### config.mk
export PLATFORM = sky130hd
export DESIGN_NAME = gcfp_top
export DESIGN_NICKNAME = d
export VERILOG_FILES = /design/src/include/gcfp_pkg.sv /design/src/include/gcfp_gate_if.sv /design/src/core/gcfp_bank_gate.sv /design/src/core/gcfp_top.sv
export SDC_FILE = /design/constraint.sdc
export NUM_CORES = 1
export LEC_CHECK = 0
export ABC_AREA = 1
export BUFFER_PORTS_ARGS = -buffer_cell sky130_fd_sc_hd__buf_4
export CAP_MARGIN = 20
export CORE_MARGIN = 8
export CORE_UTILIZATION = 62
export CTS_CLUSTER_SIZE = 25
export DETAILED_ROUTE_END_ITERATION = 12
export PLACE_DENSITY_LB_ADDON = 0.3
export SLEW_MARGIN = 30
export SYNTH_ARGS = -nofsm -noshare
export SYNTH_HDL_FRONTEND = slang
export SYNTH_HIERARCHICAL = 1
export SYNTH_SLANG_ARGS = --single-unit
### constraint.sdc
create_clock -name CLK_SYS -period 4.46 [get_ports CLK_SYS]
set_clock_uncertainty 0.2 [all_clocks]
set_input_delay 0.223 -clock CLK_SYS [delete_from_list [all_inputs] [get_ports CLK_SYS]]
set_output_delay 0.223 -clock CLK_SYS [all_outputs]
set_load 0.02 [all_outputs]
### src/include/gcfp_pkg.sv
// constants and types for the gated clock fanout with digital loop
package gcfp_pkg;

   // fanout shape
   localparam int NUM_BANKS  = 4;
   localparam int BANK_WIDTH = 4;

   // system clock rate
   localparam longint CLK_SYS_HZ = 64'h989680;  // ten megahertz

   // settling time after any disturbance, in microseconds
   localparam longint SETTLE_TIME_US = 64'h64;  // one hundred microseconds
   // least time, so the cycle count rounds up (one million microseconds a second)
   localparam longint SETTLE_CYC_L   = (SETTLE_TIME_US * CLK_SYS_HZ + 64'hF423F) / 64'hF4240;
   localparam int     SET_W          = 11;
   localparam logic [SET_W-1:0] SETTLE_LAST = SET_W'(SETTLE_CYC_L - 64'd1);
   localparam logic [SET_W-1:0] SETTLE_ZERO = 11'h000;

   // reference period measurement
   localparam int              PER_W    = 16;
   localparam logic [PER_W-1:0] PER_ZERO = 16'h0000;
   localparam logic [PER_W-1:0] PER_ONE  = 16'h0001;
   localparam logic [PER_W-1:0] PER_MAX  = 16'hFFFF;

   // bypass strap level that selects the test bypass (strapped to ground)
   localparam logic STRAP_BYPASS = 1'b0;

   // loop state
   typedef enum logic [1:0] {
      ST_ACQUIRE,
      ST_SETTLE,
      ST_LOCKED
   } gcfp_state_t;

endpackage : gcfp_pkg
### src/include/gcfp_gate_if.sv
// carrier between the loop core and one bank gate
interface gcfp_gate_if;
   import gcfp_pkg::*;

   logic                  core_clk;
   logic                  bank_en;
   logic [BANK_WIDTH-1:0] bank_out;

   modport ctrl (output core_clk, output bank_en, input bank_out);
   modport gate (input core_clk, input bank_en, output bank_out);
endinterface : gcfp_gate_if

### src/core/gcfp_bank_gate.sv
// one bank of four gated clock copies with runt-free enable
module gcfp_bank_gate (
   // clock and reset
   input  wire logic  clk,
   input  wire logic  rst,
   // core clock, enable and outputs
   gcfp_gate_if.gate  gif
);
   import gcfp_pkg::*;

   logic en_held_r;
   logic en_use;
   logic [BANK_WIDTH-1:0] out_r;

   // RULE11 enable moves only while low
   assign en_use = gif.core_clk ? en_held_r : gif.bank_en;

   // held enable, frozen through each high phase
   always_ff @(posedge clk) begin
      if (rst) begin
         en_held_r <= 1'b0;
      end else begin
         en_held_r <= en_use;
      end
   end

   // RULE3 RULE4 four copies, low when gated
   always_ff @(posedge clk) begin
      if (rst) begin
         out_r <= '0;
      end else begin
         out_r <= {BANK_WIDTH{gif.core_clk & en_use}};
      end
   end

   assign gif.bank_out = out_r;

endmodule : gcfp_bank_gate

### src/core/gcfp_top.sv
// gated clock fanout: digital loop, bypass and four gated banks
//
// Operation
// RULE1: sixteen clock copies in four banks
// RULE2: outputs run at fifty percent duty; odd periods here run high half a cycle short
// RULE3: enabled bank follows reference frequency, phase
// RULE4: disabled bank held low, banks independent
// RULE5: feedback output aligned to reference
// RULE6: settling period after reference applied
// RULE7: reference or feedback change restarts settling
// RULE8: bypass mode buffers reference to outputs
// RULE9: feedback output wired straight to input
// RULE10: feedback output always toggles, ignores enables
// RULE11: enable changes take effect only while low
module gcfp_top
   import gcfp_pkg::*;
(
   // system clock and reset
   input  wire logic                      CLK_SYS,
   input  wire logic                      RST,
   // reference clock and loop return
   input  wire logic                      REF_CLK_IN,
   input  wire logic                      LOOP_RETURN_CLOCK_IN,
   // test strap, low bypasses the loop
   input  wire logic                      ANALOG_SUPPLY_BYPASS_STRAP,
   // bank enables
   input  wire logic                      BANK_ONE_ENABLE,
   input  wire logic                      BANK_TWO_ENABLE,
   input  wire logic                      BANK_THREE_ENABLE,
   input  wire logic                      BANK_FOUR_ENABLE,
   // bank clock copies
   output logic [gcfp_pkg::BANK_WIDTH-1:0] BANK_ONE_CLOCK_OUTS,
   output logic [gcfp_pkg::BANK_WIDTH-1:0] BANK_TWO_CLOCK_OUTS,
   output logic [gcfp_pkg::BANK_WIDTH-1:0] BANK_THREE_CLOCK_OUTS,
   output logic [gcfp_pkg::BANK_WIDTH-1:0] BANK_FOUR_CLOCK_OUTS,
   // loop return and lock status
   output logic                           LOOP_RETURN_CLOCK_OUT,
   output logic                           LOCK_OK
);
   import gcfp_pkg::*;

   gcfp_state_t      state_r;
   gcfp_state_t      state_nxt;
   logic             ref_d_r;
   logic             ref_rise;
   logic             seen_edge_r;
   logic             bypass;
   logic [PER_W-1:0] per_cnt_r;
   logic [PER_W-1:0] meas_per_r;
   logic [PER_W-1:0] measured;
   logic [PER_W-1:0] osc_cnt_r;
   logic [PER_W-1:0] osc_cnt_nxt;
   logic [PER_W-1:0] half_per;
   logic             ref_lost;
   logic             freq_change;
   logic             phase_err;
   logic             fb_fault;
   logic             disturb;
   logic [SET_W-1:0] settle_cnt_r;
   logic             core_clk_r;
   logic             loop_return_clock_out_r;
   logic             lock_r;
   logic [NUM_BANKS-1:0] bank_en_vec;
   logic [BANK_WIDTH-1:0] bank_outs [NUM_BANKS];

   // reference is synchronous to the system clock, one stage for edges;
   // reset high so a reference already high at release is not taken as a rise
   always_ff @(posedge CLK_SYS) begin
      if (RST) begin
         ref_d_r <= 1'b1;
      end else begin
         ref_d_r <= REF_CLK_IN;
      end
   end

   assign ref_rise = REF_CLK_IN & ~ref_d_r;
   assign bypass   = (ANALOG_SUPPLY_BYPASS_STRAP == STRAP_BYPASS);
   assign measured = per_cnt_r + PER_ONE;
   assign ref_lost = (per_cnt_r == PER_MAX);

   // cycles since the last reference rise; saturates when the reference stops
   always_ff @(posedge CLK_SYS) begin
      if (RST) begin
         per_cnt_r <= PER_ZERO;
      end else if (ref_rise) begin
         per_cnt_r <= PER_ZERO;
      end else if (!ref_lost) begin
         per_cnt_r <= per_cnt_r + PER_ONE;
      end
   end

   // first rise only starts the count; the second gives a period
   always_ff @(posedge CLK_SYS) begin
      if (RST || bypass || ref_lost) begin
         seen_edge_r <= 1'b0;
      end else if (ref_rise) begin
         seen_edge_r <= 1'b1;
      end
   end

   // latest measured reference period
   always_ff @(posedge CLK_SYS) begin
      if (RST) begin
         meas_per_r <= PER_ZERO;
      end else if (ref_rise && seen_edge_r) begin
         meas_per_r <= measured;
      end
   end

   // RULE7 disturbance detection on reference and feedback
   assign freq_change = ref_rise && seen_edge_r && (measured != meas_per_r);
   assign phase_err   = ref_rise && (osc_cnt_r != meas_per_r - PER_ONE);
   // RULE9 relies on output wired back to input
   assign fb_fault    = (LOOP_RETURN_CLOCK_IN != loop_return_clock_out_r);
   assign disturb     = freq_change || phase_err || fb_fault;

   // loop state: acquire period, settle, then locked
   always_comb begin
      state_nxt = state_r;
      unique case (state_r)
         ST_ACQUIRE: begin
            if (ref_rise && seen_edge_r) begin
               state_nxt = ST_SETTLE;
            end
         end
         ST_SETTLE: begin
            // RULE6 lock only after full settling
            if (!disturb && settle_cnt_r == SETTLE_LAST) begin
               state_nxt = ST_LOCKED;
            end
         end
         ST_LOCKED: begin
            if (disturb) begin
               state_nxt = ST_SETTLE;
            end
         end
      endcase
      // stopped reference or bypass drops back to acquisition
      if (bypass || ref_lost) begin
         state_nxt = ST_ACQUIRE;
      end
   end

   always_ff @(posedge CLK_SYS) begin
      if (RST) begin
         state_r <= ST_ACQUIRE;
      end else begin
         state_r <= state_nxt;
      end
   end

   // RULE7 settling counter restarts on any disturbance
   always_ff @(posedge CLK_SYS) begin
      if (RST || state_r != ST_SETTLE || disturb) begin
         settle_cnt_r <= SETTLE_ZERO;
      end else if (settle_cnt_r != SETTLE_LAST) begin
         settle_cnt_r <= settle_cnt_r + SET_W'(1);
      end
   end

   // RULE5 oscillator snaps its phase to each reference rise
   always_comb begin
      if (ref_rise || osc_cnt_r >= meas_per_r - PER_ONE) begin
         osc_cnt_nxt = PER_ZERO;
      end else begin
         osc_cnt_nxt = osc_cnt_r + PER_ONE;
      end
   end

   always_ff @(posedge CLK_SYS) begin
      if (RST || state_r == ST_ACQUIRE) begin
         osc_cnt_r <= PER_ZERO;
      end else begin
         osc_cnt_r <= osc_cnt_nxt;
      end
   end

   // RULE2 high for half the period; odd periods lose half a cycle
   assign half_per = meas_per_r >> 1;

   // core clock: regenerated, or the buffered reference in bypass
   always_ff @(posedge CLK_SYS) begin
      if (RST) begin
         core_clk_r <= 1'b0;
      end else if (bypass) begin
         // RULE8 reference passed straight through
         core_clk_r <= REF_CLK_IN;
      end else if (state_r == ST_ACQUIRE && !(ref_rise && seen_edge_r)) begin
         core_clk_r <= 1'b0;
      end else begin
         core_clk_r <= (osc_cnt_nxt < half_per);
      end
   end

   // RULE10 feedback copy ignores all bank enables
   always_ff @(posedge CLK_SYS) begin
      if (RST) begin
         loop_return_clock_out_r <= 1'b0;
      end else begin
         loop_return_clock_out_r <= core_clk_r;
      end
   end

   // lock flag, never claimed in bypass
   always_ff @(posedge CLK_SYS) begin
      if (RST) begin
         lock_r <= 1'b0;
      end else begin
         lock_r <= (state_nxt == ST_LOCKED);
      end
   end

   assign bank_en_vec = {BANK_FOUR_ENABLE, BANK_THREE_ENABLE, BANK_TWO_ENABLE, BANK_ONE_ENABLE};

   // RULE1 four banks of four gated copies
   generate
      for (genvar b = 0; b < NUM_BANKS; b++) begin : g_bank
         gcfp_gate_if gif ();

         assign gif.core_clk = core_clk_r;
         assign gif.bank_en  = bank_en_vec[b];
         assign bank_outs[b] = gif.bank_out;

         gcfp_bank_gate u_gate (
            .clk (CLK_SYS),
            .rst (RST),
            .gif (gif.gate)
         );
      end
   endgenerate

   // outputs, each from a flop in the bank gates or above
   assign BANK_ONE_CLOCK_OUTS   = bank_outs[0];
   assign BANK_TWO_CLOCK_OUTS   = bank_outs[1];
   assign BANK_THREE_CLOCK_OUTS = bank_outs[2];
   assign BANK_FOUR_CLOCK_OUTS  = bank_outs[3];
   assign LOOP_RETURN_CLOCK_OUT = loop_return_clock_out_r;
   assign LOCK_OK               = lock_r;

endmodule : gcfp_top

After elaboration in Yosys (flattened, before gate mapping)
Index checks and enable logic that the tools add are counted.
{ "totals": {"wordCells": 71, "register_bits": 74, "inputBits": 9, "out_inout_bits": 18} }
{ "op_classes": {"n_mux": 12, "n_eq_ne": 10, "order_cmp": 2, "n_addsub": 4, "reduce_logical": 18, "bitwise": 7} }
{ "op_table": {"columns": ["op", "count"], "rows": [
  ["adder 16 x 1 -> 16 bit, second input constant", 2],
  ["!= test 16 bit", 2],
  ["equality test 16 bit, second input constant", 1],
  ["greater-or-equal comparator 16 bit", 1],
  ["less-than comparator 16 x 15 -> 1 bit", 1],
  ["2-to-1 mux 16 bit", 1],
  ["subtractor 16 x 1 -> 16 bit, second input constant", 1],
  ["adder 11 x 1 -> 11 bit, second input constant", 1],
  ["equality test 11 x 10 -> 1 bit, second input constant", 1],
  ["!= test 11 x 10 -> 1 bit, second input constant", 1],
  ["logical OR 1 bit", 9],
  ["2-to-1 mux 2 bit", 4],
  ["2-to-1 mux 1 bit", 6],
  ["one-hot mux 2 bit (3 select lines)", 1],
  ["AND 1 bit", 5],
  ["logical AND 1 bit", 5],
  ["equality test 2 bit, second input constant", 2],
  ["equality test 2 x 1 -> 1 bit, second input constant", 1],
  ["logical NOT 1 bit", 2],
  ["logical NOT 2 bit", 1],
  ["!= test 2 x 1 -> 1 bit, second input constant", 1],
  ["NOT 1 bit", 2],
  ["OR reduction 2 bit", 1],
  ["!= test 1 bit", 1]
]} }

Depth between registers and ports, before layout
Gate-level depths: netlist of run 1.
{ "depth": {"depth_word": 12, "depth_mapped": 31, "ltp_nobuf": 30} }

Hierarchy
Netlist of run 1, hierarchy kept.
{ "modules_own_cells": {"columns": ["module", "area_per_inst_um2", "n_inst", "seq_area_each_um2", "cells_each"], "rows": [
  ["gcfp_top", 4514.3, 1, 1321.3, 667],
  ["gcfp_bank_gate", 92.6, 4, 40.0, 11]
]} }

Worst setup path after synthesis of run 1
Ideal clock, no wire load.
{ "synth_path": {"path_kind": "flip-flop to flip-flop", "startpoint": "register meas_per_r[5]", "endpoint": "register core_clk_r", "path_slack_ns": 0.494, "setup_time_ns": 0.071, "synth_period_minus_slack_ns": 3.966, "t_arrival_ns": 3.695, "path_buffers": 1, "stages_incl_launch_ff": 27, "t_required_ns": 4.189, "path_cell_list": "dfxtp_1 -> nor2_1 -> nand3_1 -> nor3_1 -> nand2_1 -> nor3_1 -> nand3_1 -> xor2_1 -> inv_1 -> ha_1 -> nand2_1 -> nor2_1 -> nand2_1 -> o21ai_0 -> nor2_1 -> and2_1 -> clkinv_1 -> clkbuf_1 -> nor2_1 -> ha_1 -> a21oi_1 -> nor2_1 -> a211oi_1 -> nand2_1 -> nand2_1 -> nand4_1 -> a21oi_1"} }
{ "synth_via": {"elab_chain_len": 7} }
{ "synth_lines": {"columns": ["element", "line", "rtl"], "rows": [
  ["from (decl)", "gcfp_top.sv:49", "logic [PER_W-1:0] meas_per_r;"],
  ["from (signal assigned)", "gcfp_top.sv:106", "meas_per_r <= measured;"],
  ["subtractor 16 x 1 -> 16 bit", "gcfp_top.sv:163", "if (ref_rise || osc_cnt_r >= meas_per_r - PER_ONE) begin"],
  ["greater-or-equal comparator 16 bit", "gcfp_top.sv:163", null],
  ["logical OR 1 bit", "gcfp_top.sv:163", null],
  ["2-to-1 mux 16 bit", "gcfp_top.sv:163", null],
  ["via osc_cnt_nxt[5]", "gcfp_top.sv:52", "logic [PER_W-1:0] osc_cnt_nxt;"],
  ["less-than comparator 16 x 15 -> 1 bit", "gcfp_top.sv:191", "core_clk_r <= (osc_cnt_nxt < half_per);"],
  ["2-to-1 mux 1 bit", "gcfp_top.sv:188", "end else if (state_r == ST_ACQUIRE && !(ref_rise && seen_edge_r)) begin"],
  ["2-to-1 mux 1 bit", "gcfp_top.sv:185", "end else if (bypass) begin"],
  ["to (signal assigned)", "gcfp_top.sv:191", null],
  ["to (decl)", "gcfp_top.sv:60", "logic core_clk_r;"]
]} }
The timed path passes the listed nets, and every way through them passes these cells.
A chain may end at the register's enable or synchronous reset.

Worst setup path in the final report of run 1
{ "layout_path": {"startpoint": "register meas_per_r[1]", "endpoint": "register core_clk_r"} }
Same word-level chain as after synthesis.

==> results of run 1 <==
[cells in the mapped netlist]
cell / n
sky130_fd_sc_hd__a21oi_1: 36
sky130_fd_sc_hd__nand3b_2: 1
sky130_fd_sc_hd__nor4_1: 9
sky130_fd_sc_hd__inv_2: 8
sky130_fd_sc_hd__a211oi_1: 2
sky130_fd_sc_hd__a221oi_2: 1
sky130_fd_sc_hd__xnor2_1: 4
sky130_fd_sc_hd__o211ai_1: 4
sky130_fd_sc_hd__clkinv_1: 4
sky130_fd_sc_hd__a31oi_1: 3
sky130_fd_sc_hd__o21bai_1: 1
sky130_fd_sc_hd__nor2_4: 3
sky130_fd_sc_hd__nor2_2: 12
sky130_fd_sc_hd__nor3_1: 19
sky130_fd_sc_hd__xor2_1: 25
sky130_fd_sc_hd__o21ai_1: 2
sky130_fd_sc_hd__ha_1: 37
sky130_fd_sc_hd__nand3_2: 7
sky130_fd_sc_hd__clkbuf_1: 9
sky130_fd_sc_hd__nor3b_2: 1
sky130_fd_sc_hd__and2_1: 1
sky130_fd_sc_hd__a211oi_2: 1
sky130_fd_sc_hd__nor2_1: 71
sky130_fd_sc_hd__or2_2: 3
sky130_fd_sc_hd__and3_1: 1
sky130_fd_sc_hd__xnor2_2: 1
sky130_fd_sc_hd__a21oi_2: 2
sky130_fd_sc_hd__nand2_2: 8
sky130_fd_sc_hd__xnor3_1: 2
sky130_fd_sc_hd__nand3_1: 39
sky130_fd_sc_hd__nand4_1: 6
sky130_fd_sc_hd__o21ai_0: 25
sky130_fd_sc_hd__nand2_1: 155
sky130_fd_sc_hd__or3_1: 1
sky130_fd_sc_hd__dfxtp_1: 74
sky130_fd_sc_hd__inv_1: 112
sky130_fd_sc_hd__a21o_1: 1
sky130_fd_sc_hd__nor3b_1: 3
sky130_fd_sc_hd__buf_6: 1
sky130_fd_sc_hd__nor3_2: 2
sky130_fd_sc_hd__buf_4: 12
sky130_fd_sc_hd__nand3b_1: 1
sky130_fd_sc_hd__nand4_2: 1
[worst max-delay path, stage by stage, from the launching register on]
cell	delay, ns
sky130_fd_sc_hd__dfxtp_1	0.36
sky130_fd_sc_hd__nor2_1	0.16
sky130_fd_sc_hd__nand3_1	0.13
sky130_fd_sc_hd__nor3_2	0.24
sky130_fd_sc_hd__nand2_1	0.13
sky130_fd_sc_hd__nor3_2	0.23
sky130_fd_sc_hd__nand3_1	0.11
sky130_fd_sc_hd__xor2_1	0.14
sky130_fd_sc_hd__inv_1	0.06
sky130_fd_sc_hd__ha_1	0.28
sky130_fd_sc_hd__nand2_1	0.09
sky130_fd_sc_hd__nor2_1	0.06
sky130_fd_sc_hd__nand2_1	0.07
sky130_fd_sc_hd__o21ai_0	0.08
sky130_fd_sc_hd__nor2_1	0.11
sky130_fd_sc_hd__and2_1	0.16
sky130_fd_sc_hd__clkinv_1	0.10
sky130_fd_sc_hd__buf_12	0.17
sky130_fd_sc_hd__a211oi_4	0.23
sky130_fd_sc_hd__ha_1	0.28
sky130_fd_sc_hd__nand2_1	0.09
sky130_fd_sc_hd__inv_1	0.04
sky130_fd_sc_hd__nand3_1	0.09
sky130_fd_sc_hd__inv_1	0.05
sky130_fd_sc_hd__a21oi_1	0.13
sky130_fd_sc_hd__nand4_1	0.11
sky130_fd_sc_hd__a21oi_1	0.12
[report_power, final]
group / total (mW) / switching, mW / internal (mW)
registers: 0.674 / 0.00710 / 0.667
logic: 0.0842 / 0.0493 / 0.0349
clock network: 0.532 / 0.257 / 0.274
[area by class of cell]
class / instances / area [sq um] / share of cell area, %
flip-flops and latches: 74 / 1480 / 27.2
clock inverters: 4 / 51.3 / 0.941
multi-input cells: 491 / 2870 / 52.7
clock buffers: 12 / 145 / 2.66
well taps: 102 / 128 / 2.34
inverters: 124 / 465 / 8.54
repair buffers: 37 / 305 / 5.60
[layer usage]
metal / routed length, um / global-route usage, %
met4: 240 / 8.56
met3: 443 / 3.50
met2: 5520 / 36.3
met1: 4950 / 24.5
met5: 0 / 0
[cells by family (layout without fill, tap and decap cells)]
group                      after synthesis  after routing  synth area share [%]
and+or+nand+nor                        344            344                  32.5
xor gates and xnor gates                32             32                  6.45
DFF                                     74             74                  30.3
adders and majority gates               37             37                  9.48
AOI/OAI and AO/OA                       78             78                  8.99
buffers and inverters                  146            177                  12.3
[per-stage QoR]
step                      hold WS, ns  worst slack (ns)  std cells  setup TNS, ns  total power [mW]
final                          0.0213             0.364        844              0              1.29
after global routing           0.0306           -0.0641        844        -0.0641              1.34
after CTS                      0.0181             0.178        842              0              1.29
after detailed placement        0.226             0.228        820              0             0.765
after global placement          0.227             0.413        820              0             0.762
after floorplan                 0.119             0.494        711              0             0.740
[repair_timing]
item	in CTS	in global routing
endpoints found under the hold margin	6	0
gates resized for setup	0	18
endpoints found under the setup margin	0	1
hold buffers	6	0
setup buffers	0	2
[flip-flops by register name, indices dropped and copies added (netlist names)]
register and flops:
core_clk_r 1, meas_per_r 16, seen_edge_r 1, settle_cnt_r 11
LOCK_OK 1, per_cnt_r 16, osc_cnt_r 16, g_bank.u_gate/en_held_r 4
state_r 2, g_bank.u_gate/gif.bank_out 4, LOOP_RETURN_CLOCK_OUT 1, ref_d_r 1
[path summary, 6_finish.rpt]
kind                               from                               end  depth (start not counted)
min                                 RST                        state_r[0]                          2
max                       meas_per_r[1]                        core_clk_r                         26
min reg2reg  g_bank[0].u_gate/en_held_r  g_bank[0].u_gate/gif.bank_out[0]                          2
max reg2reg               meas_per_r[1]                        core_clk_r                         26
==> impl_metrics.toml, run 1 <==
[sta]
setup_viol = 0
clock.fmax_mhz = 244
max-slew-margin-rel_pct = 56.5
slew_viols_final = 0
timing_hold_violations_final = 0
fin_crit_sh_pct = 91.8
tightestPinTransition_ns = 0.651
finalWorstPathRequiredPeriod_ns = 4.10

[die]
die-height_um = 105
floorplan.core_area_sq_um = 7690
floorplan.die.width_um = 105
ios = 27
initial_utilization_pct = 63.5
floorplan.die_area_sq_um = 11000
placementRows = 32

[finish]
stdcell_area_sq_um = 5450
final_core_utilization_pct = 70.9
most-common-layout-cells = "sky130_fd_sc_hd__nand2_1 (155), sky130_fd_sc_hd__inv_1 (108), sky130_fd_sc_hd__dfxtp_1 (72)"
n_antenna_cell = 0
most_frequent_standard_cell_in_the_layout_excluding_fill_and_tap_cells = "sky130_fd_sc_hd__nand2_1"
final_layout_size_suffix_gt1_share_pct = 15.0
layout-area-overhead-vs-synth_pct = 11.6
nets = 783
filler_cell_count = 640

[place]
placement.io_buffers = 26
place.detailed.hpwl_um = 8520
detailed_place.area_sq_um = 5110
gp_congestion = 0.953

[synth]
syn-num-nets = 757
synth_seq_area_share_pct = 30.3
mappedNetlistArea_sq_um = 4880
avgSynthCellArea_sq_um = 6.87
synth-warning-count = 6
synth_top_area_share_pct = 30.3
synth_top_area_cell = "sky130_fd_sc_hd__dfxtp_1"
synth.area.top_cells = "sky130_fd_sc_hd__dfxtp_1 (30%), sky130_fd_sc_hd__nand2_1 (12%), sky130_fd_sc_hd__ha_1 (9.5%)"
post_synth_inst_count = 711
synth-seq-cells = 74
synth.distinct_cells = 43

[drt]
via_per_inst = 5.27
ant_nets = 0
routed-via-count = 4452
detail_route.iter0.violations = 226
post-route-drc-count = 0
drt-pass1-iter-count = 5
finalWirelength_um = 11100
routedWlPerCell_um = 13.2

[global_route]
grt_pass1_wl_um = 19200
maximum_number_of_pins_on_one_net_before_global_route_repair = 27
first_global_vias = 4315
grt_antenna_before_repair = 0
grt_use_total_pct = 20.7
grt.overflow.total = 0

[power_and_ir_drop]
power-per-cell-area_nw_per_um2 = 237
cellLeakagePower_nw = 2.70
max-vdd-ir-drop_mv = 0.163

[clock_network]
cts_tree = "built"
clock_tree.root_cell = "sky130_fd_sc_hd__clkbuf_8"
cts.path.max_buffers = 2
sink_count_of_the_clock_tree = 74
cts_made_buffers = 9
clock_pin_slew_on_the_worst_setup_and_hold_paths_ns = 0.08
htree_levels = 3
clock_latency_ns = 0.35

[critical_path]
worstSetupEndpointType = "flip-flop"
required_ns = 4.55
r2r_setup_slack_ns = 0.36
path_class = "flip-flop to flip-flop"
crit_fanout = 26
cp.arrival_ns = 4.18
critPathLaunchType = "flip-flop"

[flow_run]
cap_violations = 0

[hold_path]
worstHoldPathType = "input pin to flip-flop"

[outcome]
status = "completed"
No activity file was read; power rests on OpenSTA's default activity.
==> run 2, diff against run 1 <==
--- a/config.mk
+++ b/config.mk
@@ -5,11 +5,10 @@
 export SDC_FILE = /design/constraint.sdc
 export NUM_CORES = 1
 export LEC_CHECK = 0
-export ABC_AREA = 1
 export BUFFER_PORTS_ARGS = -buffer_cell sky130_fd_sc_hd__buf_4
 export CAP_MARGIN = 20
 export CORE_MARGIN = 8
-export CORE_UTILIZATION = 62
+export CORE_UTILIZATION = 61
 export CTS_CLUSTER_SIZE = 25
 export DETAILED_ROUTE_END_ITERATION = 12
 export PLACE_DENSITY_LB_ADDON = 0.3
==> constraint.sdc (replaced) <==
create_clock -name CLK_SYS -period 4.5 [get_ports CLK_SYS]
set_clock_uncertainty 0.2 [all_clocks]
set_input_delay 0.225 -clock CLK_SYS [delete_from_list [all_inputs] [get_ports CLK_SYS]]
set_output_delay 0.225 -clock CLK_SYS [all_outputs]
set_load 0.02 [all_outputs]
==> impl_metrics.toml, run 2 <==
[drt]
routed-via-count = 4030
drt-pass1-iter-count = 7
via_per_inst = 5.90
post-route-drc-count = 0
finalWirelength_um = 11800
detail_route.iter0.violations = 210
routedWlPerCell_um = 17.3
ant_nets = 0

[place]
place.detailed.hpwl_um = 7680
placement.io_buffers = 26
placed_cells = 651
detailed_place.area_sq_um = 4810
placement.setup.worst_slack_ns = 0.00533
gp_congestion = 0.919

[clock_network]
clock_latency_ns = 0.35
cts.path.max_buffers = 2
htree_levels = 3
sink_count_of_the_clock_tree = 74
clock_tree.root_cell = "sky130_fd_sc_hd__clkbuf_8"
clock_pin_slew_on_the_worst_setup_and_hold_paths_ns = 0.08
cts_tree = "built"
cts_made_buffers = 9

[finish]
nets = 625
stdcell_area_sq_um = 5450
final_core_utilization_pct = 74.7
largestRegisters = "meas_per_r x16, osc_cnt_r x16, per_cnt_r x16"
final_layout_size_suffix_gt1_share_pct = 19.7
n_antenna_cell = 0
final-instance-count-excl-fill = 683
layout-area-overhead-vs-synth_pct = 18.6
layout.area.seq_sq_um = 1480
most-common-layout-cells = "sky130_fd_sc_hd__dfxtp_1 (73), sky130_fd_sc_hd__nor2_1 (48), sky130_fd_sc_hd__buf_4 (41)"
most_frequent_standard_cell_in_the_layout_excluding_fill_and_tap_cells = "sky130_fd_sc_hd__dfxtp_1"
multi_input_comb_area_sq_um = 3040
filler_cell_count = 503

[global_route]
met2_usage_pct = 33.6
global_route.usage.met3_pct = 4.86
grt_pass1_wl_um = 17500
first_global_vias = 3714
global_route.peak_usage_layer = "met2"
grt.overflow.total = 0
maximum_number_of_pins_on_one_net_before_global_route_repair = 34
grtUsageMet1_pct = 26.4
grt_use_total_pct = 20.8
grt_antenna_before_repair = 0

[critical_path]
r2r_setup_slack_ns = -0.21
crit_path_cell_trace = "nor4_4 -> nand2_2 -> nor4_4 -> nand2_2 -> buf_6 -> buf_6 -> nor2_4 -> xnor2_2 -> ha_1 -> nand4_1 -> a2111oi_4 -> nor4_2 -> nand2_2 -> nor2_2 -> ha_1 -> a21o_1 -> a21o_1 -> a221oi_2 -> o221ai_1 -> a31oi_1 -> nor2_1 -> o21ai_1"
cp_slowest_cell = "sky130_fd_sc_hd__a2111oi_4"
critical_path.startpoint = "meas_per_r[2]"
cp.arrival_ns = 4.79
timing.critical_path.to = "core_clk_r"
crit_fanout = 5
reg2reg_to = "core_clk_r"
critPathLaunchType = "flip-flop"
worstSetupEndpointType = "flip-flop"
critical-path-top-cell-by-count = "sky130_fd_sc_hd__nand2_2"
required_ns = 4.58
worstRegToRegCells = 22
path_class = "flip-flop to flip-flop"
max_stage_delay_ns = 0.39
critical_register_to_register_path_startpoint = "meas_per_r[2]"

[synth]
post_synth_inst_count = 555
synth.distinct_cells = 52
synth_enable_flop_cells = 0
synth.area.top_cells = "sky130_fd_sc_hd__dfxtp_1 (32%), sky130_fd_sc_hd__ha_1 (10%), sky130_fd_sc_hd__xnor2_1 (7.2%)"
synthMostInstantiatedCell = "sky130_fd_sc_hd__dfxtp_1"
synth_seq_area_share_pct = 32.3
synth_top_area_share_pct = 32.3
avgSynthCellArea_sq_um = 8.28
ys.flop_type = "sky130_fd_sc_hd__dfxtp_1"
syn-num-nets = 601
synth-seq-cells = 74
synth_async_sr_flop_share_pct = 0
yosys-top-cells-count = "sky130_fd_sc_hd__dfxtp_1 (74), sky130_fd_sc_hd__nor2_1 (58), sky130_fd_sc_hd__xnor2_1 (38)"
synth-warning-count = 6
synth_top_area_cell = "sky130_fd_sc_hd__dfxtp_1"
mappedNetlistArea_sq_um = 4590

[hold_path]
worstHoldPathType = "input pin to flip-flop"

[power_and_ir_drop]
cellLeakagePower_nw = 2.15
power-per-cell-area_nw_per_um2 = 246
fin_total_pwr_mw = 1.34
max-vdd-ir-drop_mv = 0.277

[sta]
clock.fmax_mhz = 212
fin_crit_sh_pct = 105
finalWorstPathRequiredPeriod_ns = 4.71
setup_viol = 12
grt_setup_unrepaired = "true"
max-slew-margin-rel_pct = 49.0
layout_setup_ws_ns = -0.207
tightestPinTransition_ns = 0.757
fin_setup_tns_ns = -1.04
timing_hold_violations_final = 0
slew_viols_final = 0
final.hold.worst_slack_ns = 0.0593

[outcome]
status = "complete, but fails checks"
violations_in_the_final_reports = "negative setup slack"

[die]
floorplan.core_area_sq_um = 7290
floorplan.die_area_sq_um = 10600
initial_utilization_pct = 63.0
die-height_um = 103
floorplan.die.width_um = 103
ios = 27
placementRows = 31

[flow_run]
cap_violations = 0
==> run 2: cell types whose count changed after synthesis, sizes merged, moves of 7 or more <==
cell | previous run | this run
a21oi | 38 | 31
nor3 | 21 | 32
o21ai | 27 | 9
a211oi | 3 | 17
nand3 | 46 | 26
xnor2 | 5 | 38
a21o | 1 | 9
inv | 120 | 27
nor2 | 86 | 67
and3 | 1 | 9
nand2 | 163 | 31
clkbuf | 9 | 23
==> run 2: layout make-up <==
cell class                 count  area share [%]
clock buffer                  10            2.34
clock inverter                 6            1.63
inverter                      27            1.86
multi-input combinational    413            55.8
sequential                    74            27.2
tap                           99            2.27
timing repair buffer          54            8.87
==> run 2: how the worst min path moves through the flow <==
stage | startpoint | endpoint | depth (start not counted)
after global placement | REF_CLK_IN | ref_d_r | 2
final | RST | g_bank[3].u_gate/gif.bank_out[0] | 2
after floorplan | RST | g_bank[0].u_gate/en_held_r | 1
after CTS | RST | g_bank[3].u_gate/gif.bank_out[0] | 2
after detailed placement | REF_CLK_IN | ref_d_r | 2
after global routing | RST | g_bank[0].u_gate/gif.bank_out[0] | 2
==> run 2: kinds of logic after synthesis <==
| group | after synthesis | share of synthesized area (%) |
|---|---|---|
| fa+ha+maj | 38 | 10.3 |
| flops | 74 | 32.3 |
| simple gates | 220 | 24.2 |
| buf+inv | 68 | 6.86 |
| xor+xnor | 62 | 12.1 |
| compound gates | 90 | 13.6 |
| mux | 3 | 0.681 |
==> run 2: worst max-delay path, delay by kind of cell (launching register included) <==
kind | cells | cell delay [ns]
buf+inv | 2 | 0.26
simple gates | 10 | 1.60
compound gates | 7 | 1.49
fa+ha+maj | 2 | 0.64
xor+xnor | 1 | 0.10
flops | 1 | 0.34
==> run 2: timing repair <==
action,in CTS,in global routing
hold endpoints to repair,6,0
resized for setup,0,53
pin swaps,1,51
setup buffers,1,6
endpoints found under the setup margin,1,15
cloned,0,3
hold buffers,6,0
==> run 2: metal layers <==
layer	vias to the layer above	share of wire, %
met1	1866	42
met3	35	6.7
met4	0	3.3
met2	149	48
li1	1980	-
met5	-	0
==> run 2: where the power goes <==
group | leakage (nW) | switching (mW) | internal, mW | total [mW]
clock | 0.103 | 0.263 | 0.313 | 0.576
sequential | 0.599 | 0.00770 | 0.661 | 0.669
combinational | 1.45 | 0.0515 | 0.0462 | 0.0977
total | 2.15 | 0.322 | 1.02 | 1.34
